## config.mk

```make
export PLATFORM = sky130hd
export DESIGN_NAME = spidbp_top
export DESIGN_NICKNAME = d
export VERILOG_FILES = /design/src/hw/spidbp_pkg.sv /design/src/hw/spidbp_stream_if.sv /design/src/hw/spidbp_fifo.sv /design/src/hw/spidbp_clkdiv.sv /design/src/hw/spidbp_top.sv
export SDC_FILE = /design/constraint.sdc
export NUM_CORES = 1
export LEC_CHECK = 0
export BUFFER_PORTS_ARGS = -buffer_cell sky130_fd_sc_hd__buf_2
export CAP_MARGIN = 15
export CELL_PAD_IN_SITES_DETAIL_PLACEMENT = 0
export CELL_PAD_IN_SITES_GLOBAL_PLACEMENT = 2
export CORE_UTILIZATION = 41
export CTS_CLUSTER_SIZE = 8
export DETAILED_ROUTE_END_ITERATION = 16
export PLACE_DENSITY_LB_ADDON = 0.12
export REMOVE_ABC_BUFFERS = 1
export SYNTH_ARGS = -nofsm -noshare
export SYNTH_HDL_FRONTEND = slang
export SYNTH_HIERARCHICAL = 1
export SYNTH_SLANG_ARGS = --single-unit
```

## constraint.sdc

```tcl
create_clock -name mclk -period 7.1 [get_ports mclk]
set_clock_uncertainty 0.05 [all_clocks]
set_input_delay 2.13 -clock mclk [delete_from_list [all_inputs] [get_ports mclk]]
set_output_delay 2.13 -clock mclk [all_outputs]
set_load 0.005 [all_outputs]
```

## src/hw/spidbp_pkg.sv

```systemverilog
package spidbp_pkg;

  // ----------------------------------------------------------------
  // widths and depths
  // ----------------------------------------------------------------
  localparam int SPIDBP_DATA_W = 16;
  localparam int SPIDBP_FIFO_DEPTH = 4;
  localparam int SPIDBP_FILL_W = $clog2(SPIDBP_FIFO_DEPTH + 1);
  localparam int SPIDBP_ADDR_W = 16;
  localparam int SPIDBP_BRR_W = 7;
  localparam int SPIDBP_LEN_W = 4;
  localparam int SPIDBP_CNT_W = 5;
  localparam int SPIDBP_LVL_W = 5;
  localparam int SPIDBP_DIV_W = 8;

  // ----------------------------------------------------------------
  // register word addresses
  // ----------------------------------------------------------------
  localparam logic [15:0] SPIDBP_ADDR_CFG = 16'h7040;
  localparam logic [15:0] SPIDBP_ADDR_OPCTL = 16'h7041;
  localparam logic [15:0] SPIDBP_ADDR_STATUS = 16'h7042;
  localparam logic [15:0] SPIDBP_ADDR_BRR = 16'h7044;
  localparam logic [15:0] SPIDBP_ADDR_MIRROR = 16'h7046;
  localparam logic [15:0] SPIDBP_ADDR_RXBUF = 16'h7047;
  localparam logic [15:0] SPIDBP_ADDR_TXBUF = 16'h7048;
  localparam logic [15:0] SPIDBP_ADDR_SHIFT = 16'h7049;
  localparam logic [15:0] SPIDBP_ADDR_FFTX = 16'h704A;

  // ----------------------------------------------------------------
  // field positions
  // ----------------------------------------------------------------
  localparam int SPIDBP_CFG_POL = 6;
  localparam int SPIDBP_OPCTL_PHASE = 3;
  localparam int SPIDBP_OPCTL_MASTER = 2;
  localparam int SPIDBP_OPCTL_DRIVE = 1;
  localparam int SPIDBP_STS_DONE = 6;
  localparam int SPIDBP_STS_FULL = 5;
  localparam int SPIDBP_FFTX_CHRST = 15;
  localparam int SPIDBP_FFTX_ENA = 14;
  localparam int SPIDBP_FFTX_QRST = 13;
  localparam int SPIDBP_FFTX_FILL_LSB = 8;
  localparam int SPIDBP_FFTX_IFLAG = 7;
  localparam int SPIDBP_FFTX_ICLR = 6;
  localparam int SPIDBP_FFTX_IEN = 5;

  // ----------------------------------------------------------------
  // reset values and divider figures
  // ----------------------------------------------------------------
  localparam logic [15:0] SPIDBP_FFTX_RESET = 16'hA000;
  localparam logic [15:0] SPIDBP_WORD_RESET = 16'h0000;
  localparam logic [6:0] SPIDBP_DIV_MIN = 7'h03;
  localparam logic [7:0] SPIDBP_DIV_FIXED = 8'h04;

endpackage

```

## src/hw/spidbp_stream_if.sv

```systemverilog
interface spidbp_stream_if #(
  parameter int W = 16
);
  logic valid;
  logic ready;
  logic [W-1:0] data;

  modport src (
    output valid,
    output data,
    input ready
  );

  modport snk (
    input valid,
    input data,
    output ready
  );
endinterface

```

## src/hw/spidbp_fifo.sv

```systemverilog
module spidbp_fifo #(
  parameter int W = 16,
  parameter int DEPTH = 4
) (
  input wire logic mclk,
  input wire logic rst_b,
  input wire logic flush,
  spidbp_stream_if.snk in_s,
  spidbp_stream_if.src out_s,
  output logic [$clog2(DEPTH+1)-1:0] fill
);
  import spidbp_pkg::*;

  localparam int AW = (DEPTH > 1) ? $clog2(DEPTH) : 1;
  localparam int CW = $clog2(DEPTH + 1);

  typedef struct packed {
    logic [DEPTH-1:0][W-1:0] mem;
    logic [AW-1:0] wp;
    logic [AW-1:0] rp;
    logic [CW-1:0] cnt;
  } spidbp_fifo_st_t;

  spidbp_fifo_st_t s_reg;
  spidbp_fifo_st_t s_next;
  logic push;
  logic pop;

  assign in_s.ready = (s_reg.cnt != CW'(DEPTH));
  assign out_s.valid = (s_reg.cnt != '0);
  assign out_s.data = s_reg.mem[s_reg.rp];
  assign fill = s_reg.cnt;
  assign push = in_s.valid & in_s.ready;
  assign pop = out_s.valid & out_s.ready;

  always_comb begin
    s_next = s_reg;
    if (flush) begin
      s_next.wp = '0;
      s_next.rp = '0;
      s_next.cnt = '0;
    end else begin
      if (push) begin
        s_next.mem[s_reg.wp] = in_s.data;
        s_next.wp = (s_reg.wp == AW'(DEPTH - 1)) ? '0 : s_reg.wp + 1'b1;
      end
      if (pop) begin
        s_next.rp = (s_reg.rp == AW'(DEPTH - 1)) ? '0 : s_reg.rp + 1'b1;
      end
      case ({push, pop})
        2'b10: s_next.cnt = s_reg.cnt + 1'b1;
        2'b01: s_next.cnt = s_reg.cnt - 1'b1;
        default: s_next.cnt = s_reg.cnt;
      endcase
    end
  end

  always_ff @(posedge mclk or negedge rst_b) begin
    if (!rst_b) begin
      s_reg <= '0;
    end else begin
      s_reg <= s_next;
    end
  end
endmodule

```

## src/hw/spidbp_clkdiv.sv

```systemverilog
module spidbp_clkdiv (
  input wire logic mclk,
  input wire logic rst_b,
  input wire logic run,
  input wire logic [spidbp_pkg::SPIDBP_BRR_W-1:0] divider,
  output logic lead_tick,
  output logic trail_tick,
  output logic phase_high
);
  import spidbp_pkg::*;

  typedef struct packed {
    logic [SPIDBP_DIV_W-1:0] cnt;
    logic high;
  } spidbp_div_st_t;

  spidbp_div_st_t s_reg;
  spidbp_div_st_t s_next;
  logic [SPIDBP_DIV_W-1:0] div;
  logic [SPIDBP_DIV_W-1:0] half;

  // low settings fall back to a fixed divide so the line never runs too fast
  assign div = (divider < SPIDBP_DIV_MIN) ? SPIDBP_DIV_FIXED : {1'b0, divider} + 8'h01;
  assign half = div >> 1;
  assign trail_tick = run & (s_reg.cnt == div - 8'h01);
  assign lead_tick = run & ~s_reg.high & (s_reg.cnt == half - 8'h01);
  assign phase_high = s_reg.high;

  always_comb begin
    s_next = s_reg;
    if (!run) begin
      s_next.cnt = '0;
      s_next.high = 1'b0;
    end else if (trail_tick) begin
      s_next.cnt = '0;
      s_next.high = 1'b0;
    end else begin
      s_next.cnt = s_reg.cnt + 8'h01;
      if (lead_tick) begin
        s_next.high = 1'b1;
      end
    end
  end

  always_ff @(posedge mclk or negedge rst_b) begin
    if (!rst_b) begin
      s_reg <= '0;
    end else begin
      s_reg <= s_next;
    end
  end
endmodule

```

## src/hw/spidbp_top.sv

```systemverilog
// Behaviour
// - reading the receive holding word clears the character-done status flag.
// - a finished character is copied to the receive word and flags done together.
// - received characters land right-justified since bits enter at the bottom.
// - transmit write during an active transfer sets transmit-buffer-full.
// - at character end a full transmit buffer reloads the shifter and clears full.
// - transmit write while idle falls into the shifter, full stays clear.
// - in master mode an idle transmit write starts a transfer.
// - the shifter sends most significant bit first, one bit per serial clock.
// - each bit sent out is matched by one bit taken in at the bottom.
// - serial data pin is driven only while output drive enable is set.
// - master shift-word write starts a transfer using polarity and phase settings.
// - a dummy shift-word write in master mode runs a full receive sequence.
// - the FIFO transmit control word holds reset, enable, fill, flag and level fields.
// - receive holding word is a read-only 16-bit word resetting to zero.
// - reading the debug mirror returns receive data and keeps the done flag.
// - master serial clock is divider plus one, or four for small settings.
//
// The plain strobed port is this design's own decision.
module spidbp_top (
  input wire logic mclk,
  input wire logic rst_b,
  input wire logic [spidbp_pkg::SPIDBP_ADDR_W-1:0] bus_addr,
  input wire logic [spidbp_pkg::SPIDBP_DATA_W-1:0] bus_wdata,
  input wire logic bus_wr,
  input wire logic bus_rd,
  output logic [spidbp_pkg::SPIDBP_DATA_W-1:0] bus_rdata,
  input wire logic serial_clock_line_in,
  output logic serial_clock_line_out,
  output logic serial_clock_line_oe,
  input wire logic serial_data_in,
  output logic serial_data_out,
  output logic serial_data_oe,
  output logic tx_queue_ready
);
  import spidbp_pkg::*;

  // ----------------------------------------------------------------
  // state
  // ----------------------------------------------------------------
  // the two active-low reset fields are kept inverted so all state resets to zero
  typedef struct packed {
    logic cfg_pol;
    logic [SPIDBP_LEN_W-1:0] cfg_len;
    logic op_phase;
    logic op_master;
    logic op_drive;
    logic [SPIDBP_BRR_W-1:0] brr;
    logic [SPIDBP_DATA_W-1:0] rxbuf;
    logic [SPIDBP_DATA_W-1:0] txbuf;
    logic [SPIDBP_DATA_W-1:0] shift;
    logic tx_full;
    logic done;
    logic chan_hold;
    logic fifo_feature_enable;
    logic queue_hold;
    logic transmit_queue_irq_flag;
    logic transmit_queue_irq_enable;
    logic [SPIDBP_LVL_W-1:0] transmit_queue_trigger_level;
    logic running;
    logic loaded;
    logic [SPIDBP_CNT_W-1:0] bitcnt;
    logic sample;
    logic out_bit;
    logic sclk_prev;
    logic sclk_pin;
    logic data_pin;
    logic [SPIDBP_DATA_W-1:0] rdata;
  } spidbp_top_st_t;

  spidbp_top_st_t s_reg;
  spidbp_top_st_t s_next;

  // ----------------------------------------------------------------
  // transmit queue and clock divider
  // ----------------------------------------------------------------
  spidbp_stream_if #(.W(SPIDBP_DATA_W)) tx_in ();
  spidbp_stream_if #(.W(SPIDBP_DATA_W)) tx_out ();

  logic [SPIDBP_FILL_W-1:0] fill;
  logic queue_push;
  logic queue_pop;
  logic div_run;
  logic div_lead;
  logic div_trail;
  logic div_high;

  assign tx_in.valid = queue_push;
  assign tx_in.data = bus_wdata;
  assign tx_out.ready = queue_pop;
  assign tx_queue_ready = tx_in.ready;

  spidbp_fifo #(.W(SPIDBP_DATA_W), .DEPTH(SPIDBP_FIFO_DEPTH)) u_fifo (
    .mclk(mclk),
    .rst_b(rst_b),
    .flush(s_reg.chan_hold | s_reg.queue_hold),
    .in_s(tx_in),
    .out_s(tx_out),
    .fill(fill)
  );

  assign div_run = s_reg.running & s_reg.op_master & ~s_reg.chan_hold;

  spidbp_clkdiv u_div (
    .mclk(mclk),
    .rst_b(rst_b),
    .run(div_run),
    .divider(s_reg.brr),
    .lead_tick(div_lead),
    .trail_tick(div_trail),
    .phase_high(div_high)
  );

  // ----------------------------------------------------------------
  // pins
  // ----------------------------------------------------------------
  assign serial_clock_line_out = s_reg.sclk_pin;
  assign serial_clock_line_oe = s_reg.op_master;
  assign serial_data_out = s_reg.data_pin;
  assign serial_data_oe = s_reg.op_drive;
  assign bus_rdata = s_reg.rdata;

  // ----------------------------------------------------------------
  // next state
  // ----------------------------------------------------------------
  logic lvl;
  logic lead;
  logic trail;
  logic in_bit;
  logic complete;
  logic busy_n;
  logic wr_tx;
  logic [SPIDBP_DATA_W-1:0] shifted;
  logic [SPIDBP_LVL_W-1:0] fill5;

  assign fill5 = SPIDBP_LVL_W'(fill);

  always_comb begin
    s_next = s_reg;
    queue_push = 1'b0;
    queue_pop = 1'b0;
    complete = 1'b0;
    shifted = {s_reg.shift[SPIDBP_DATA_W-2:0], 1'b0};
    in_bit = 1'b0;
    busy_n = 1'b0;
    wr_tx = bus_wr & (bus_addr == SPIDBP_ADDR_TXBUF);

    // edges away from and back to the idle level drive both roles alike
    lvl = serial_clock_line_in ^ s_reg.cfg_pol;
    s_next.sclk_prev = lvl;
    if (s_reg.op_master) begin
      lead = div_lead;
      trail = div_trail;
    end else begin
      lead = lvl & ~s_reg.sclk_prev;
      trail = ~lvl & s_reg.sclk_prev;
    end
    if (s_reg.chan_hold) begin
      lead = 1'b0;
      trail = 1'b0;
    end

    // ---- shift engine ----
    if (lead) begin
      if (s_reg.op_phase) begin
        s_next.out_bit = s_reg.shift[SPIDBP_DATA_W-1];
      end else begin
        s_next.sample = serial_data_in;
      end
    end
    if (trail) begin
      in_bit = s_reg.op_phase ? serial_data_in : s_reg.sample;
      shifted = {s_reg.shift[SPIDBP_DATA_W-2:0], in_bit};
      s_next.shift = shifted;
      s_next.bitcnt = s_reg.bitcnt + 5'h01;
      if (s_reg.bitcnt == {1'b0, s_reg.cfg_len}) begin
        complete = 1'b1;
      end
    end
    if (complete) begin
      s_next.rxbuf = shifted;
      s_next.bitcnt = '0;
      if (s_reg.fifo_feature_enable && tx_out.valid) begin
        s_next.shift = tx_out.data;
        queue_pop = 1'b1;
      end else if (!s_reg.fifo_feature_enable && s_reg.tx_full) begin
        s_next.shift = s_reg.txbuf;
        s_next.tx_full = 1'b0;
      end else begin
        s_next.running = 1'b0;
        s_next.loaded = 1'b0;
      end
    end

    // an idle channel with queued words starts on its own
    busy_n = s_next.running | (s_next.bitcnt != '0);
    if (!s_reg.chan_hold && s_reg.fifo_feature_enable && !busy_n && !s_next.loaded && tx_out.valid) begin
      s_next.shift = tx_out.data;
      s_next.loaded = 1'b1;
      s_next.running = s_reg.op_master;
      queue_pop = 1'b1;
      busy_n = s_reg.op_master;
    end

    // ---- register writes ----
    if (bus_wr) begin
      case (bus_addr)
        SPIDBP_ADDR_CFG: begin
          s_next.cfg_pol = bus_wdata[SPIDBP_CFG_POL];
          s_next.cfg_len = bus_wdata[SPIDBP_LEN_W-1:0];
        end
        SPIDBP_ADDR_OPCTL: begin
          s_next.op_phase = bus_wdata[SPIDBP_OPCTL_PHASE];
          s_next.op_master = bus_wdata[SPIDBP_OPCTL_MASTER];
          s_next.op_drive = bus_wdata[SPIDBP_OPCTL_DRIVE];
        end
        SPIDBP_ADDR_BRR: begin
          s_next.brr = bus_wdata[SPIDBP_BRR_W-1:0];
        end
        SPIDBP_ADDR_SHIFT: begin
          // a write into a running shifter would corrupt the character, so it is dropped
          if (!busy_n && !s_reg.chan_hold) begin
            s_next.shift = bus_wdata;
            s_next.loaded = 1'b1;
            s_next.running = s_reg.op_master;
          end
        end
        SPIDBP_ADDR_FFTX: begin
          s_next.chan_hold = ~bus_wdata[SPIDBP_FFTX_CHRST];
          s_next.fifo_feature_enable = bus_wdata[SPIDBP_FFTX_ENA];
          s_next.queue_hold = ~bus_wdata[SPIDBP_FFTX_QRST];
          s_next.transmit_queue_irq_enable = bus_wdata[SPIDBP_FFTX_IEN];
          s_next.transmit_queue_trigger_level = bus_wdata[SPIDBP_LVL_W-1:0];
          if (bus_wdata[SPIDBP_FFTX_ICLR]) begin
            s_next.transmit_queue_irq_flag = 1'b0;
          end
        end
        default: begin
        end
      endcase
    end

    if (wr_tx && !s_reg.chan_hold) begin
      if (s_reg.fifo_feature_enable) begin
        queue_push = 1'b1;
      end else if (busy_n) begin
        s_next.txbuf = bus_wdata;
        s_next.tx_full = 1'b1;
      end else begin
        s_next.txbuf = bus_wdata;
        s_next.shift = bus_wdata;
        s_next.loaded = 1'b1;
        s_next.running = s_reg.op_master;
      end
    end

    // set wins over the write-one clear
    if (fill5 <= s_reg.transmit_queue_trigger_level) begin
      s_next.transmit_queue_irq_flag = 1'b1;
    end

    // ---- register reads ----
    s_next.rdata = SPIDBP_WORD_RESET;
    if (bus_rd) begin
      case (bus_addr)
        SPIDBP_ADDR_CFG: begin
          s_next.rdata[SPIDBP_CFG_POL] = s_reg.cfg_pol;
          s_next.rdata[SPIDBP_LEN_W-1:0] = s_reg.cfg_len;
        end
        SPIDBP_ADDR_OPCTL: begin
          s_next.rdata[SPIDBP_OPCTL_PHASE] = s_reg.op_phase;
          s_next.rdata[SPIDBP_OPCTL_MASTER] = s_reg.op_master;
          s_next.rdata[SPIDBP_OPCTL_DRIVE] = s_reg.op_drive;
        end
        SPIDBP_ADDR_STATUS: begin
          s_next.rdata[SPIDBP_STS_DONE] = s_reg.done;
          s_next.rdata[SPIDBP_STS_FULL] = s_reg.tx_full;
        end
        SPIDBP_ADDR_BRR: begin
          s_next.rdata[SPIDBP_BRR_W-1:0] = s_reg.brr;
        end
        SPIDBP_ADDR_MIRROR: begin
          s_next.rdata = s_reg.rxbuf;
        end
        SPIDBP_ADDR_RXBUF: begin
          s_next.rdata = s_reg.rxbuf;
          s_next.done = 1'b0;
        end
        SPIDBP_ADDR_TXBUF: begin
          s_next.rdata = s_reg.txbuf;
        end
        SPIDBP_ADDR_SHIFT: begin
          s_next.rdata = s_reg.shift;
        end
        SPIDBP_ADDR_FFTX: begin
          s_next.rdata[SPIDBP_FFTX_CHRST] = ~s_reg.chan_hold;
          s_next.rdata[SPIDBP_FFTX_ENA] = s_reg.fifo_feature_enable;
          s_next.rdata[SPIDBP_FFTX_QRST] = ~s_reg.queue_hold;
          s_next.rdata[SPIDBP_FFTX_FILL_LSB +: SPIDBP_LVL_W] = fill5;
          s_next.rdata[SPIDBP_FFTX_IFLAG] = s_reg.transmit_queue_irq_flag;
          s_next.rdata[SPIDBP_FFTX_IEN] = s_reg.transmit_queue_irq_enable;
          s_next.rdata[SPIDBP_LVL_W-1:0] = s_reg.transmit_queue_trigger_level;
        end
        default: begin
        end
      endcase
    end

    // a completion in the same cycle as the clearing read keeps the flag
    if (complete) begin
      s_next.done = 1'b1;
    end

    // soft channel reset holds the shifter idle and drops pending state
    if (s_next.chan_hold) begin
      s_next.running = 1'b0;
      s_next.loaded = 1'b0;
      s_next.bitcnt = '0;
      s_next.tx_full = 1'b0;
      s_next.done = 1'b0;
    end

    // ---- registered pins ----
    if (s_reg.op_master && s_next.running) begin
      s_next.sclk_pin = s_reg.cfg_pol ^ (div_lead | (div_high & ~div_trail));
    end else begin
      s_next.sclk_pin = s_next.cfg_pol;
    end
    s_next.data_pin = s_next.op_phase ? s_next.out_bit : s_next.shift[SPIDBP_DATA_W-1];
  end

  always_ff @(posedge mclk or negedge rst_b) begin
    if (!rst_b) begin
      s_reg <= '0;
    end else begin
      s_reg <= s_next;
    end
  end
endmodule

```

; ---- Word-level counts from Yosys, hierarchy flattened
; Index checks and enable logic that the tools add are counted.
[classes]
addsub = 9
order_cmp = 5
eq_ne = 18
muxes = 78
n_bitwise = 27
n_reduce_logical = 35
[ops]
columns = operator, count
row1 = 16-bit two-way mux, 10
row2 = 16-bit by 15-bit == test with 1-bit output (second input constant), 9
row3 = 17-bit two-way mux, 6
row4 = 64-bit bitwise mux, 1
row5 = 9-bit case mux with 4 select lines, 1
row6 = 16-bit binary-select mux with 2-bit select, 1
row7 = 16-bit demux with 2-bit select, 1
row8 = 7-bit two-way mux, 4
row9 = 1-bit two-way mux, 26
row10 = 2-bit two-way mux, 13
row11 = 3-bit case mux with 7 select lines, 1
row12 = 9-bit two-way mux, 2
row13 = 1-bit case mux with 6 select lines, 3
row14 = 8-bit == test, 2
row15 = 2-bit AND reduction, 8
row16 = 15-bit two-way mux, 1
row17 = 12-bit two-way mux, 1
row18 = 3-bit nonzero test, 4
row19 = 1-bit bitwise AND, 11
row20 = 1-bit NOT, 11
row21 = 1-bit logical AND, 10
row22 = 10-bit two-way mux, 1
row23 = 5-bit two-way mux, 2
row24 = 2-bit nonzero test, 5
row25 = 26 further kinds, 38
[totals]
regBits = 183
out_inout_bits = 21

; ---- Depth between registers and ports, before layout
; Gate-level depths: netlist of the first run.
[logic_depth]
word_depth = 27
ltp_mapped = 24
ltp_nobuf = 19

; ---- Hierarchy
; The synthesis of the first run kept the hierarchy.
[modules_own_cells]
columns = mod, n_inst, cells_each, area_per_inst_um2, seq_area_each_um2
row1 = spidbp_top, 1, 615, 5825.6, 2577.5
row2 = spidbp_fifo, 1, 223, 3584.7, 1776.7
row3 = spidbp_clkdiv, 1, 149, 1253.7, 225.2

; ---- Worst setup path before layout of the first run
; Ideal clock, no wire load.
[synth_path]
path_kind = reg-to-reg
start = register s_reg[88] (netlist name)
end = register u_fifo.s_reg, in the netlist u_fifo/fill[1]
setup_time_ns = 0.131
arrival_ns = 5.235
t_required_ns = 6.919
slack_ns = 1.683
stages_incl_launch_ff = 24
n_path_buf = 5
synth_period_minus_slack_ns = 5.417
path_cell_list = dfrtp_1 ha_1 buf_2 xor2_1 a21oi_1 ha_1 clkbuf_1 o2111ai_1 a31oi_1 a32oi_1 nor4b_1 nand2_1 a2bb2oi_4 buf_6 a221oi_2 and4b_4 o2bb2ai_4 buf_6 clkbuf_1 o31ai_1 nor2b_1 fa_1 a41oi_1 nor3_1
[synth_lines]
columns = element, line_no
row1 = to (signal assigned), spidbp_fifo.sv:62  ; s_reg <= s_next;
row2 = to (decl), spidbp_fifo.sv:24  ; spidbp_fifo_st_t s_reg;

==> insert_results.sql, run 1 <==
INSERT INTO impl_metrics (metric_group, metric, value, unit) VALUES
('yosys', 'synth_cell_type_count', '99', ''),
('yosys', 'synth_register_bits', '183', ''),
('cts', 'post_cts_buffers', '0', ''),
('yosys', 'synthesis.area_per_instance', '10.8', 'um2'),
('die', 'floorplan.die_area', '26700', 'um2'),
('drt', 'ant_nets', '0', ''),
('placement', 'dp.final_hpwl', '19500', 'um'),
('timing', 'min_period_over_period', '0.791', ''),
('yosys', 'synth_enable_flop_cells', '0', ''),
('timing', 'timing.max_slew.rel_slack', '0.349', ''),
('drt', 'detail_route.iter0.violations', '582', ''),
('drt', 'via_count', '7421', ''),
('cts', 'cts_num_sinks', '183', ''),
('placement', 'numPlacedInstances', '1311', ''),
('global_route', 'grt-ovfl-total', '0', ''),
('status', 'status', 'complete, no violations', ''),
('global_route', 'grt_first_pass_wirelength', '44500', 'um'),
('die', 'initial_utilization', '0.421', ''),
('yosys', 'synth_flop_cell', 'dfrtp_1', ''),
('die', 'std_cell_rows', '58', ''),
('worst_setup_path', 'critical_path_class', 'register to register', ''),
('final_layout', 'filler_cell_count', '2410', ''),
('worst_setup_path', 'worstRegToRegCells', '18', ''),
('placement', 'gpl.final_weighted_congestion', '0.799', ''),
('die', 'chipHeight', '163', 'um'),
('final_layout', 'finalNetCount', '1052', ''),
('placement', 'io_buffer_count', '58', ''),
('cts', 'cts-hold-fix-buffers', '0', ''),
('die', 'die_x', '163', 'um'),
('worst_setup_path', 'required', '7380', 'ps'),
('pwr', 'cell_leakage_power', '0.00545', 'uW'),
('drt', 'via_per_inst', '5.53', ''),
('pwr', 'p_per_area', '180', 'nW/um2'),
('worst_setup_path', 'end_kind', 'register', ''),
('die', 'design.core.area', '25300', 'um2'),
('global_route', 'grt_use_total', '0.222', ''),
('placement', 'pre_cts_slack', '994', 'ps'),
('final_layout', 'largest_register_ffs', '83', ''),
('cts', 'htree_num_levels', '4', ''),
('timing', 'max_freq', '178', 'MHz'),
('cts', 'clk-insertion-delay-late', '440', 'ps'),
('timing', 'worst_pin_slew', '969', 'ps'),
('worst_setup_path', 'worst-endpoint-arrival', '5890', 'ps'),
('drt', 'remaining_drc_errors', '0', ''),
('cts', 'cts_repair_resize_count', '0', ''),
('hold_path', 'min_path_cells', '2', ''),
('pwr', 'ir_worst_vdd', '0.134', 'mV'),
('yosys', 'ys_seq_area_frac', '0.429', ''),
('timing', 'setup-violations-final', '0', ''),
('drt', 'detailedRoute.firstPassIterationCount', '5', ''),
('placement', 'placement_stage_cell_area', '11000', 'um2'),
('global_route', 'grt_start_max_net_pins', '75', ''),
('timing', 'finalWorstSetupSlack', '1480', 'ps'),
('cts', 'cts_max_path_buffers', '2', ''),
('worst_setup_path', 'cp_max_fo', '24', ''),
('final_layout', 'antenna_diode_count', '0', ''),
('worst_setup_path', 'start_kind', 'register', ''),
('cts', 'cts_tree', 'built', ''),
('drt', 'avgRoutedWirePerCell', '21.0', 'um'),
('timing', 'post-route-min-period', '5620', 'ps'),
('cts', 'cts_buffers', '17', ''),
('pwr', 'post-layout-total-power', '2080', 'uW'),
('final_layout', 'layoutNonFillerInstCount', '1343', ''),
('yosys', 'syn_area', '10700', 'um2'),
('cts', 'clock_root_buffer', 'clkbuf_16', ''),
('yosys', 'gate_count_after_technology_mapping', '987', ''),
('hold_path', 'hold_crit_path_type', 'register to register', ''),
('die', 'pin_count', '59', ''),
('global_route', 'number_of_antenna_violations_at_the_first_check_in_global_routing', '0', ''),
('final_layout', 'final_layout_size_suffix_gt1_frac', '0.259', ''),
('timing', 'hold_viol_final', '0', ''),
('final_layout', 'layout.cell_area.non_filler', '11600', 'um2'),
('yosys', 'synthesis.yosys.warnings', '6', ''),
('timing', 'slew_viol_final', '0', ''),
('timing', 'grt_setup_unrepaired', 'no', ''),
('yosys', 'yosys-top-cells-area', 'dfrtp_1 (43%), mux2_4 (5.6%), nand2_1 (5.6%), mux2_2 (5.1%), mux4_2 (3.4%)', ''),
('global_route', 'grt_pass1_vias', '7481', ''),
('yosys', 'yosysTopAreaCell', 'dfrtp_1', ''),
('final_layout', 'flow.area_growth_from_synthesis', '8.44', '%'),
('cts', 'clkSlewWorstSetupHoldPaths', '80', 'ps'),
('yosys', 'async_flop_share', '1.00', ''),
('drt', 'totalWireLength', '28200', 'um'),
('timing', 'tns', '0', 'ps'),
('yosys', 'synthDominantCellAreaShare', '0.429', ''),
('job', 'max_cap_viol_count', '0', '');
Yosys cell counts, drive strengths merged (18+ instances only):
cell type / n
dfrtp: 183
nand2: 166
mux2: 92
buf: 59
nor2: 51
a21oi: 41
o21ai: 40
inv: 33
clkbuf: 21
xnor2: 21
mux2i: 20
nand3: 19
a22oi: 18
routing by layer:
metal,track usage,wire (um),vias up
li1,-,-,3512
met1,0.316,13600,3757
met2,0.357,13400,134
met3,0.0328,946,18
met4,0.0450,295,0
met5,0,0,-
area by class of cell:
| class | count | area [um2] | area share |
|---|---|---|---|
| Multi-Input combinational cell | 691 | 5420 | 0.469 |
| Clock buffer | 18 | 429 | 0.0371 |
| Tap cell | 330 | 413 | 0.0357 |
| Sequential cell | 183 | 4580 | 0.396 |
| Inverter | 33 | 124 | 0.0107 |
| Timing Repair Buffer | 74 | 419 | 0.0362 |
| Clock inverter | 14 | 178 | 0.0154 |
critical path, cell delays in order (launching register included):
cell,delay [ps]
dfrtp_1,560
ha_1,430
xor2_1,110
a21oi_1,360
ha_1,490
and3_1,250
a31oi_1,80
a32oi_1,360
nor4b_1,150
nand2_1,160
a2bb2oi_4,630
a211oi_1,140
and4b_4,430
o2bb2ai_4,140
o31ai_1,240
nor2b_1,200
fa_1,450
a41oi_1,180
nor3_1,70
worst paths after layout:
kind / slack, ps / from / endpoint
max reg2reg: 1480 / s_reg[88] / u_fifo/fill[1]
max: 1480 / s_reg[88] / u_fifo/fill[1]
min reg2reg: 430 / s_reg[77] / s_reg[77]
min in group asynchronous: 1670 / rst_b / s_reg[89]
min: 430 / s_reg[77] / s_reg[77]
max in group asynchronous: 4140 / rst_b / s_reg[77]
where the power goes:
| part | internal [uW] | total [uW] | switching, uW |
|---|---|---|---|
| logic | 16.7 | 69.3 | 52.6 |
| clock network | 479 | 970 | 491 |
| registers | 1040 | 1040 | 0.657 |
| total | 1540 | 2080 | 544 |
cells in the final DEF (no fill, tap or decap), types with 4 or more instances in the layout:
cell       synthesis  layout
o22ai_1            4       4
nor2b_1            9       9
inv_1             33      33
inv_6              0       4
xor2_1            15      15
a21oi_1           40      40
dfrtp_1          183     183
mux4_2            16      16
mux2i_1           20      20
clkinv_8           0       6
buf_4             26      16
clkbuf_16          0      17
mux2_2            48      48
mux2_1             4       4
nand2_1          160     160
buf_2             17      57
o21ai_1            4       4
o31ai_1            6       6
o21a_1             4       4
a221oi_1          10      10
xnor2_1           20      20
and3_1            10      10
ha_1              13      13
or3_1             10      10
nor2_1            50      50
a22o_1            15      15
nor3_2             4       4
nand3_1           17      17
mux2_4            40      40
a22oi_2           10      10
and2_1             4       4
o21ai_0           35      35
nor3_1            13      13
nand4_1            5       5
nand2_8            4       4
nand2b_1           8       8
a22oi_1            8       8
metrics by stage:
| step | hold WS, ps | utilization |
|---|---|---|
| after floorplan | 396 | - |
| after global placement | 408 | 0.433 |
| after detailed placement | 413 | 0.433 |
| after CTS | 432 | 0.457 |
| after global routing | 449 | 0.457 |
| final | 426 | 0.457 |
cell families after synthesis:
family          share of synthesized area
compound gates                      0.134
xor+xnor                           0.0367
fa+ha+maj                          0.0171
buf+inv                            0.0634
flops                               0.429
mux                                 0.164
simple gates                        0.155
Power figures use the tool's default switching activity.
==> run 2: changes to the inputs <==
--- a/config.mk
+++ b/config.mk
@@ -5,11 +5,12 @@
 export SDC_FILE = /design/constraint.sdc
 export NUM_CORES = 1
 export LEC_CHECK = 0
+export ABC_AREA = 1
 export BUFFER_PORTS_ARGS = -buffer_cell sky130_fd_sc_hd__buf_2
 export CAP_MARGIN = 15
 export CELL_PAD_IN_SITES_DETAIL_PLACEMENT = 0
 export CELL_PAD_IN_SITES_GLOBAL_PLACEMENT = 2
-export CORE_UTILIZATION = 41
+export CORE_UTILIZATION = 34
 export CTS_CLUSTER_SIZE = 8
 export DETAILED_ROUTE_END_ITERATION = 16
 export PLACE_DENSITY_LB_ADDON = 0.12
==> constraint.sdc (replaced) <==
create_clock -name mclk -period 4.8 [get_ports mclk]
set_clock_uncertainty 0.05 [all_clocks]
set_input_delay 1.44 -clock mclk [delete_from_list [all_inputs] [get_ports mclk]]
set_output_delay 1.44 -clock mclk [all_outputs]
set_load 0.005 [all_outputs]
==> insert_results.sql, run 2 <==
INSERT INTO impl_metrics (metric_group, metric, value, unit) VALUES
('cts', 'clock_root_buffer', 'clkbuf_16', ''),
('worst_setup_path', 'start_kind', 'register', ''),
('timing', 'min_period_over_period', '0.913', ''),
('job', 'max_cap_viol_count', '0', ''),
('yosys', 'yosysTopAreaCell', 'dfrtp_1', ''),
('yosys', 'syn_area', '10200', 'um2'),
('yosys', 'ys_top_cells_by_count', 'nand2_1 (296), dfrtp_1 (183), inv_1 (140), o21ai_0 (122), nor2_1 (91)', ''),
('placement', 'gpl.final_weighted_congestion', '0.855', ''),
('cts', 'cts_max_path_buffers', '2', ''),
('yosys', 'async_flop_share', '1.00', ''),
('hold_path', 'hold_crit_path_type', 'register to register', ''),
('timing', 'grt_setup_unrepaired', 'no', ''),
('placement', 'io_buffer_count', '58', ''),
('global_route', 'grt_pass1_vias', '8348', ''),
('worst_setup_path', 'required', '5080', 'ps'),
('yosys', 'synthesis.yosys.warnings', '6', ''),
('cts', 'clkSlewWorstSetupHoldPaths', '80', 'ps'),
('global_route', 'grt_use_total', '0.209', ''),
('pwr', 'combinationalPowerShare', '0.131', ''),
('die', 'std_cell_rows', '63', ''),
('yosys', 'synth_enable_flop_cells', '0', ''),
('worst_setup_path', 'critical_path_s_slowest_cell', 'dfrtp_2', ''),
('pwr', 'p_per_area', '314', 'nW/um2'),
('yosys', 'synth_cell_type_count', '51', ''),
('yosys', 'synthesis.area_per_instance', '8.15', 'um2'),
('timing', 'slew_viol_final', '0', ''),
('final_layout', 'finish.utilization', '0.384', ''),
('pwr', 'power.clock.fraction', '0.382', ''),
('drt', 'detailedRoute.firstPassIterationCount', '8', ''),
('yosys', 'ys_seq_area_frac', '0.447', ''),
('hold_path', 'min_path_cells', '2', ''),
('drt', 'detail_route.iter0.violations', '467', ''),
('die', 'chipHeight', '176', 'um'),
('yosys', 'yosys-top-cells-area', 'dfrtp_1 (45%), nand2_1 (11%), o21ai_0 (6.0%), inv_1 (5.1%), nor2_1 (3.3%)', ''),
('cts', 'clk-insertion-delay-late', '440', 'ps'),
('pwr', 'cell_leakage_power', '0.00543', 'uW'),
('timing', 'post-route-min-period', '4380', 'ps'),
('timing', 'timing.max_slew.rel_slack', '0.418', ''),
('timing', 'timing.hold.ws', '432', 'ps'),
('worst_setup_path', 'largest_incremental_delay_on_the_critical_path', '430', 'ps'),
('final_layout', 'commonest_cells_after_routing_fill_and_taps_aside', 'nand2_1 (292), dfrtp_1 (181), inv_1 (140)', ''),
('global_route', 'grt_first_pass_wirelength', '49200', 'um'),
('worst_setup_path', 'critical-path-top-cell-by-count', 'nand2_1', ''),
('worst_setup_path', 'worstRegToRegCells', '35', ''),
('drt', 'via_count', '8362', ''),
('final_layout', 'largest_register_ffs', '83', ''),
('worst_setup_path', 'cp_max_fo', '6', ''),
('worst_setup_path', 'worst-endpoint-arrival', '4660', 'ps'),
('timing', 'worst_pin_slew', '864', 'ps'),
('global_route', 'grt-ovfl-total', '0', ''),
('cts', 'htree_num_levels', '4', ''),
('final_layout', 'flow.area_growth_from_synthesis', '11.0', '%'),
('yosys', 'synth_most_common_cell', 'nand2_1', ''),
('drt', 'totalWireLength', '30700', 'um'),
('cts', 'cts_buffers', '17', ''),
('die', 'pin_count', '59', ''),
('final_layout', 'finalNetCount', '1347', ''),
('timing', 'hold_viol_final', '0', ''),
('yosys', 'synth_register_bits', '183', ''),
('final_layout', 'mostFrequentLayoutCell', 'nand2_1', ''),
('die', 'initial_utilization', '0.346', ''),
('final_layout', 'antenna_diode_count', '0', ''),
('drt', 'via_per_inst', '4.93', ''),
('final_layout', 'filler_cell_count', '3141', ''),
('pwr', 'fraction_of_power_spent_switching_nets', '0.289', ''),
('die', 'floorplan.die_area', '30800', 'um2'),
('yosys', 'gate_count_after_technology_mapping', '1257', ''),
('die', 'design.core.area', '29600', 'um2'),
('drt', 'remaining_drc_errors', '0', ''),
('worst_setup_path', 'end_kind', 'register', ''),
('cts', 'cts_num_sinks', '183', ''),
('drt', 'ant_nets', '0', ''),
('timing', 'setup-violations-final', '0', ''),
('drt', 'avgRoutedWirePerCell', '18.1', 'um'),
('placement', 'dp.final_hpwl', '22000', 'um'),
('status', 'status', 'complete, no violations', ''),
('pwr', 'p_int', '2540', 'uW'),
('die', 'die_x', '176', 'um'),
('pwr', 'seq_power_share', '0.486', ''),
('global_route', 'grt_start_max_net_pins', '86', ''),
('cts', 'cts_tree', 'built', ''),
('worst_setup_path', 'critical_path_class', 'register to register', ''),
('timing', 'max_freq', '228', 'MHz'),
('pwr', 'ir_worst_vdd', '0.201', 'mV'),
('yosys', 'synthDominantCellAreaShare', '0.447', ''),
('yosys', 'synth_flop_cell', 'dfrtp_1', ''),
('cts', 'cts-hold-fix-buffers', '0', ''),
('final_layout', 'final_layout_size_suffix_gt1_frac', '0.172', ''),
('pwr', 'total_switching_power', '1030', 'uW'),
('global_route', 'number_of_antenna_violations_at_the_first_check_in_global_routing', '1', '');
==> run 2: per-layer routing <==
metal | GRT usage | wire [um] | vias to the layer above | share of wire
met5 | 0 | 0 | - | 0
met2 | 0.334 | 13900 | 122 | 0.45
met1 | 0.295 | 15500 | 4029 | 0.50
met4 | 0.0489 | 377 | 0 | 0.012
li1 | - | - | 4193 | -
met3 | 0.0342 | 957 | 18 | 0.031
==> run 2: area by class of cell <==
| cell class | count | area (um2) | share of cell area |
|---|---|---|---|
| inverter | 151 | 568 | 0.0499 |
| clock buffer | 17 | 425 | 0.0374 |
| tap | 390 | 488 | 0.0429 |
| timing repair buffer | 81 | 484 | 0.0426 |
| clock inverter | 13 | 123 | 0.0108 |
| multi-input combinational | 861 | 4710 | 0.414 |
| sequential | 183 | 4580 | 0.403 |
==> run 2: power by group through the flow <==
stage	Clock [uW]	Sequential (uW)	Combinational (uW)
detailed placement	0	1760	463
floorplan	0	1740	316
finish	1370	1740	470
global route	1460	1760	546
CTS	1400	1740	464
global placement	0	1770	465
==> run 2: kinds of logic (layout without fill, tap and decap cells) <==
| logic type | after synthesis | after routing | synth area share |
|---|---|---|---|
| AND/OR/NAND/NOR | 534 | 534 | 0.242 |
| multiplexers | 5 | 5 | 0.00549 |
| AO/OA/AOI/OAI | 291 | 291 | 0.174 |
| XOR/XNOR | 17 | 17 | 0.0145 |
| flip-flops | 183 | 183 | 0.447 |
| buffers and inverters | 213 | 262 | 0.0990 |
| adder cells (fa/ha/maj) | 14 | 14 | 0.0178 |
==> run 2: worst paths after layout <==
kind	from	end	slack, ps
setup / recovery	s_reg[89]	u_fifo/fill[2]	420
hold / removal	u_fifo/s_reg[45]	u_fifo/s_reg[45]	430
setup reg to reg	s_reg[89]	u_fifo/fill[2]	420
hold reg to reg	u_fifo/s_reg[45]	u_fifo/s_reg[45]	430
max in group asynchronous	rst_b	s_reg[77]	2860
min in group asynchronous	rst_b	s_reg[71]	950
==> run 2: what timing repair did <==
| item | 4_1_cts | 5_1_grt |
|---|---|---|
| setup endpoints to repair | 0 | 20 |
| setup buffers | 0 | 3 |
| gates resized for setup | 0 | 14 |
==> run 2: per-stage QoR <==
step | total power [uW] | cell area [um2] | worst slack, ps | TNS [ps] | std cells
3_5_place_dp | 2230 | 10800 | 136 | 0 | 1663
6_report | 3580 | 11400 | 417 | 0 | 1696
4_1_cts | 3600 | 11300 | 87.5 | 0 | 1693
5_1_grt | 3760 | 11400 | 8.03 | 0 | 1696
2_1_floorplan | 2060 | 9800 | -109 | -204 | 1195
3_3_place_gp | 2230 | 10800 | 235 | 0 | 1663
==> run 2: worst max-delay path, delay by kind of cell (launching register included) <==
family | cells | cell delay [ps]
fa+ha+maj | 3 | 840
xor+xnor | 1 | 210
simple gates | 22 | 1950
buf+inv | 6 | 510
compound gates | 3 | 260
flops | 1 | 430
==> run 3: changes to the inputs <==
--- a/config.mk
+++ b/config.mk
@@ -10,12 +10,11 @@
 export CAP_MARGIN = 15
 export CELL_PAD_IN_SITES_DETAIL_PLACEMENT = 0
 export CELL_PAD_IN_SITES_GLOBAL_PLACEMENT = 2
-export CORE_UTILIZATION = 34
+export CORE_UTILIZATION = 33
 export CTS_CLUSTER_SIZE = 8
 export DETAILED_ROUTE_END_ITERATION = 16
 export PLACE_DENSITY_LB_ADDON = 0.12
 export REMOVE_ABC_BUFFERS = 1
 export SYNTH_ARGS = -nofsm -noshare
 export SYNTH_HDL_FRONTEND = slang
-export SYNTH_HIERARCHICAL = 1
 export SYNTH_SLANG_ARGS = --single-unit
==> constraint.sdc (replaced) <==
create_clock -name mclk -period 4.8 [get_ports mclk]
set_clock_uncertainty 0.05 [all_clocks]
set_input_delay 1.2 -clock mclk [delete_from_list [all_inputs] [get_ports mclk]]
set_output_delay 1.2 -clock mclk [all_outputs]
set_load 0.005 [all_outputs]
==> insert_results.sql, run 3 <==
INSERT INTO impl_metrics (metric_group, metric, value, unit) VALUES
('cts', 'cts-hold-fix-buffers', '0', ''),
('yosys', 'yosys-top-cells-area', 'dfrtp_1 (47%), nand2_1 (11%), o21ai_0 (9.1%), inv_1 (4.3%), nor2_1 (3.4%)', ''),
('final_layout', 'finalNetCount', '1305', ''),
('cts', 'clock_root_buffer', 'clkbuf_16', ''),
('die', 'floorplan.die_area', '30200', 'um2'),
('final_layout', 'commonest_cells_after_routing_fill_and_taps_aside', 'nand2_1 (295), dfrtp_1 (182), o21ai_0 (176)', ''),
('timing', 'hold_viol_final', '0', ''),
('die', 'design.core.area', '28900', 'um2'),
('global_route', 'grt_first_pass_wirelength', '48800', 'um'),
('cts', 'cts_max_path_buffers', '2', ''),
('final_layout', 'final_layout_size_suffix_gt1_frac', '0.131', ''),
('worst_setup_path', 'worstRegToRegCells', '27', ''),
('yosys', 'gate_count_after_technology_mapping', '1212', ''),
('job', 'max_cap_viol_count', '0', ''),
('die', 'pin_count', '59', ''),
('status', 'status', 'complete, no violations', ''),
('placement', 'pre_cts_slack', '401', 'ps'),
('final_layout', 'layout.cell_area.non_filler', '11000', 'um2'),
('hold_path', 'hold_crit_path_type', 'register to register', ''),
('timing', 'post-route-min-period', '4210', 'ps'),
('placement', 'io_buffer_count', '58', ''),
('placement', 'dp.final_hpwl', '22200', 'um'),
('die', 'std_cell_rows', '62', ''),
('drt', 'remaining_drc_errors', '0', ''),
('worst_setup_path', 'worst-endpoint-arrival', '4490', 'ps'),
('cts', 'cts_tree', 'built', ''),
('cts', 'cts_buffers', '17', ''),
('final_layout', 'mostFrequentLayoutCell', 'nand2_1', ''),
('die', 'initial_utilization', '0.337', ''),
('timing', 'tns', '0', 'ps'),
('placement', 'placement_stage_cell_area', '10400', 'um2'),
('yosys', 'synth_most_common_cell', 'nand2_1', ''),
('global_route', 'number_of_antenna_violations_at_the_first_check_in_global_routing', '0', ''),
('global_route', 'grt_pass1_vias', '8074', ''),
('final_layout', 'filler_cell_count', '3058', ''),
('yosys', 'synth_enable_flop_cells', '0', ''),
('die', 'die_x', '174', 'um'),
('drt', 'ant_nets', '0', ''),
('cts', 'clk-insertion-delay-late', '450', 'ps'),
('cts', 'post_cts_buffers', '0', ''),
('global_route', 'grt_start_max_net_pins', '96', ''),
('timing', 'finalWorstSetupSlack', '592', 'ps'),
('yosys', 'ys_top_cells_by_count', 'nand2_1 (295), dfrtp_1 (183), o21ai_0 (176), inv_1 (112), nor2_1 (88)', ''),
('pwr', 'p_per_area', '285', 'nW/um2'),
('drt', 'detail_route.iter0.violations', '722', ''),
('placement', 'numPlacedInstances', '1617', ''),
('die', 'chipHeight', '174', 'um'),
('yosys', 'yosysTopAreaCell', 'dfrtp_1', ''),
('yosys', 'synthesis.yosys.warnings', '0', ''),
('global_route', 'grt-ovfl-total', '0', ''),
('cts', 'htree_num_levels', '4', ''),
('pwr', 'ir_worst_vdd', '0.218', 'mV'),
('yosys', 'async_flop_share', '1.00', ''),
('cts', 'cts_num_sinks', '183', ''),
('hold_path', 'worstHoldEndpoint', 'u_fifo.s_reg[26]', ''),
('drt', 'avgRoutedWirePerCell', '18.7', 'um'),
('worst_setup_path', 'end_kind', 'register', ''),
('final_layout', 'largest_register_ffs', '83', ''),
('placement', 'gpl.final_weighted_congestion', '0.854', ''),
('yosys', 'synthesis.area_per_instance', '8.02', 'um2'),
('worst_setup_path', 'required', '5080', 'ps'),
('final_layout', 'flow.area_growth_from_synthesis', '13.1', '%'),
('worst_setup_path', 'start_kind', 'register', ''),
('cts', 'clkSlewWorstSetupHoldPaths', '80', 'ps'),
('timing', 'setup-violations-final', '0', ''),
('yosys', 'ys_seq_area_frac', '0.471', ''),
('worst_setup_path', 'critical_path_class', 'register to register', ''),
('timing', 'max_freq', '238', 'MHz'),
('yosys', 'synthDominantCellAreaShare', '0.471', ''),
('worst_setup_path', 'cp_max_fo', '38', ''),
('yosys', 'synth_flop_cell', 'dfrtp_1', ''),
('drt', 'totalWireLength', '30900', 'um'),
('pwr', 'cell_leakage_power', '0.00495', 'uW'),
('hold_path', 'min_path_cells', '2', ''),
('final_layout', 'layoutNonFillerInstCount', '1649', ''),
('drt', 'detailedRoute.firstPassIterationCount', '5', ''),
('yosys', 'synth_cell_type_count', '55', ''),
('final_layout', 'antenna_diode_count', '0', ''),
('yosys', 'synth_register_bits', '183', ''),
('hold_path', 'hold_path_startpoint', 'u_fifo.s_reg[26]', ''),
('drt', 'via_per_inst', '5.01', ''),
('timing', 'timing.max_slew.rel_slack', '0.403', ''),
('worst_setup_path', 'worstReg2RegEnd', 'u_fifo.fill[1]', ''),
('worst_setup_path', 'reg2reg_slack', '590', 'ps'),
('yosys', 'syn_area', '9720', 'um2'),
('global_route', 'grt_use_total', '0.213', ''),
('cts', 'cts_repair_resize_count', '0', ''),
('drt', 'via_count', '8266', ''),
('worst_setup_path', 'critical_path.reg2reg.startpoint', 's_reg[88]', ''),
('timing', 'worst_pin_slew', '896', 'ps'),
('timing', 'min_period_over_period', '0.877', ''),
('timing', 'slew_viol_final', '0', ''),
('timing', 'grt_setup_unrepaired', 'no', '');
run 3: cell count changes after synthesis, moves of 11 or more:
cell      before  now
o211ai_1      15    4
a21oi_1       19   40
buf_6         18    4
nand3_1       57   38
o21ai_2       20    1
o21ai_0      122  176
xor2_1        11   22
nand2_4       15    0
o21ai_1       49   10
nand4_1       12   24
clkbuf_1      19   38
inv_1        140  112
run 3: metrics by stage:
stage | hold slack (ps) | util | power (uW)
detailed placement | 418 | 0.360 | 1670
floorplan | 398 | - | 1590
CTS | 437 | 0.381 | 3170
global placement | 412 | 0.360 | 1670
global route | 457 | 0.381 | 3240
finish | 430 | 0.381 | 3130
run 3: cells by family after synthesis:
| kind of cell | synth area share |
|---|---|
| buffers and inverters | 0.0825 |
| flip-flops | 0.471 |
| AO/OA/AOI/OAI | 0.180 |
| XOR/XNOR | 0.0234 |
| AND/OR/NAND/NOR | 0.223 |
| adder cells (fa/ha/maj) | 0.0201 |
run 3: worst max-delay path by stage:
stage	slack [ps]	depth (start not counted)	from	endpoint
after floorplan	-100	24	s_reg[88]	u_fifo.fill[1]
after global placement	510	26	s_reg[90]	u_fifo.fill[1]
after detailed placement	400	25	s_reg[90]	u_fifo.fill[1]
after CTS	390	26	s_reg[90]	u_fifo.fill[1]
after global routing	30	27	s_reg[88]	u_fifo.fill[1]
final	590	27	s_reg[88]	u_fifo.fill[1]
run 3: critical path: stages, from the launching register on:
cell and delay, ps:
dfrtp_1 390, ha_1 240, xor2_1 180, nor2_2 230
ha_1 260, inv_1 70, a21oi_1 110, nand3_1 120
nand2_1 100, nand2_1 50, nand2_1 50, nand2_1 80
nor2_4 140, nand3_4 120, nand2_2 100, buf_6 280
nand2_1 80, nand2_1 90, nand2_1 90, clkinv_1 60
nand3_2 70, nor2_4 130, nand2_2 70, nand2_1 110
ha_1 220, fa_1 420, nor2_1 110, a211oi_1 50
run 3: power breakdown:
group | internal, uW | switching, uW
clock network | 790 | 708
registers | 1540 | 1.42
logic | 19.0 | 70.8
run 3: layer usage:
layer	part of all wire	GRT usage	vias up	wire, um
met4	0.0095	0.0523	0	294
met2	0.45	0.332	164	13900
met3	0.035	0.0309	17	1090
met1	0.50	0.309	3991	15500
met5	0	0	-	0
li1	-	-	4094	-
run 3: area by class of cell:
class / instances / area [um2] / share of cell area
inverters: 121 / 454 / 0.0413
multi-input cells: 843 / 4350 / 0.395
well taps: 384 / 480 / 0.0437
repair buffers: 86 / 526 / 0.0478
clock buffers: 17 / 425 / 0.0387
flip-flops and latches: 183 / 4580 / 0.417
clock inverters: 15 / 180 / 0.0164
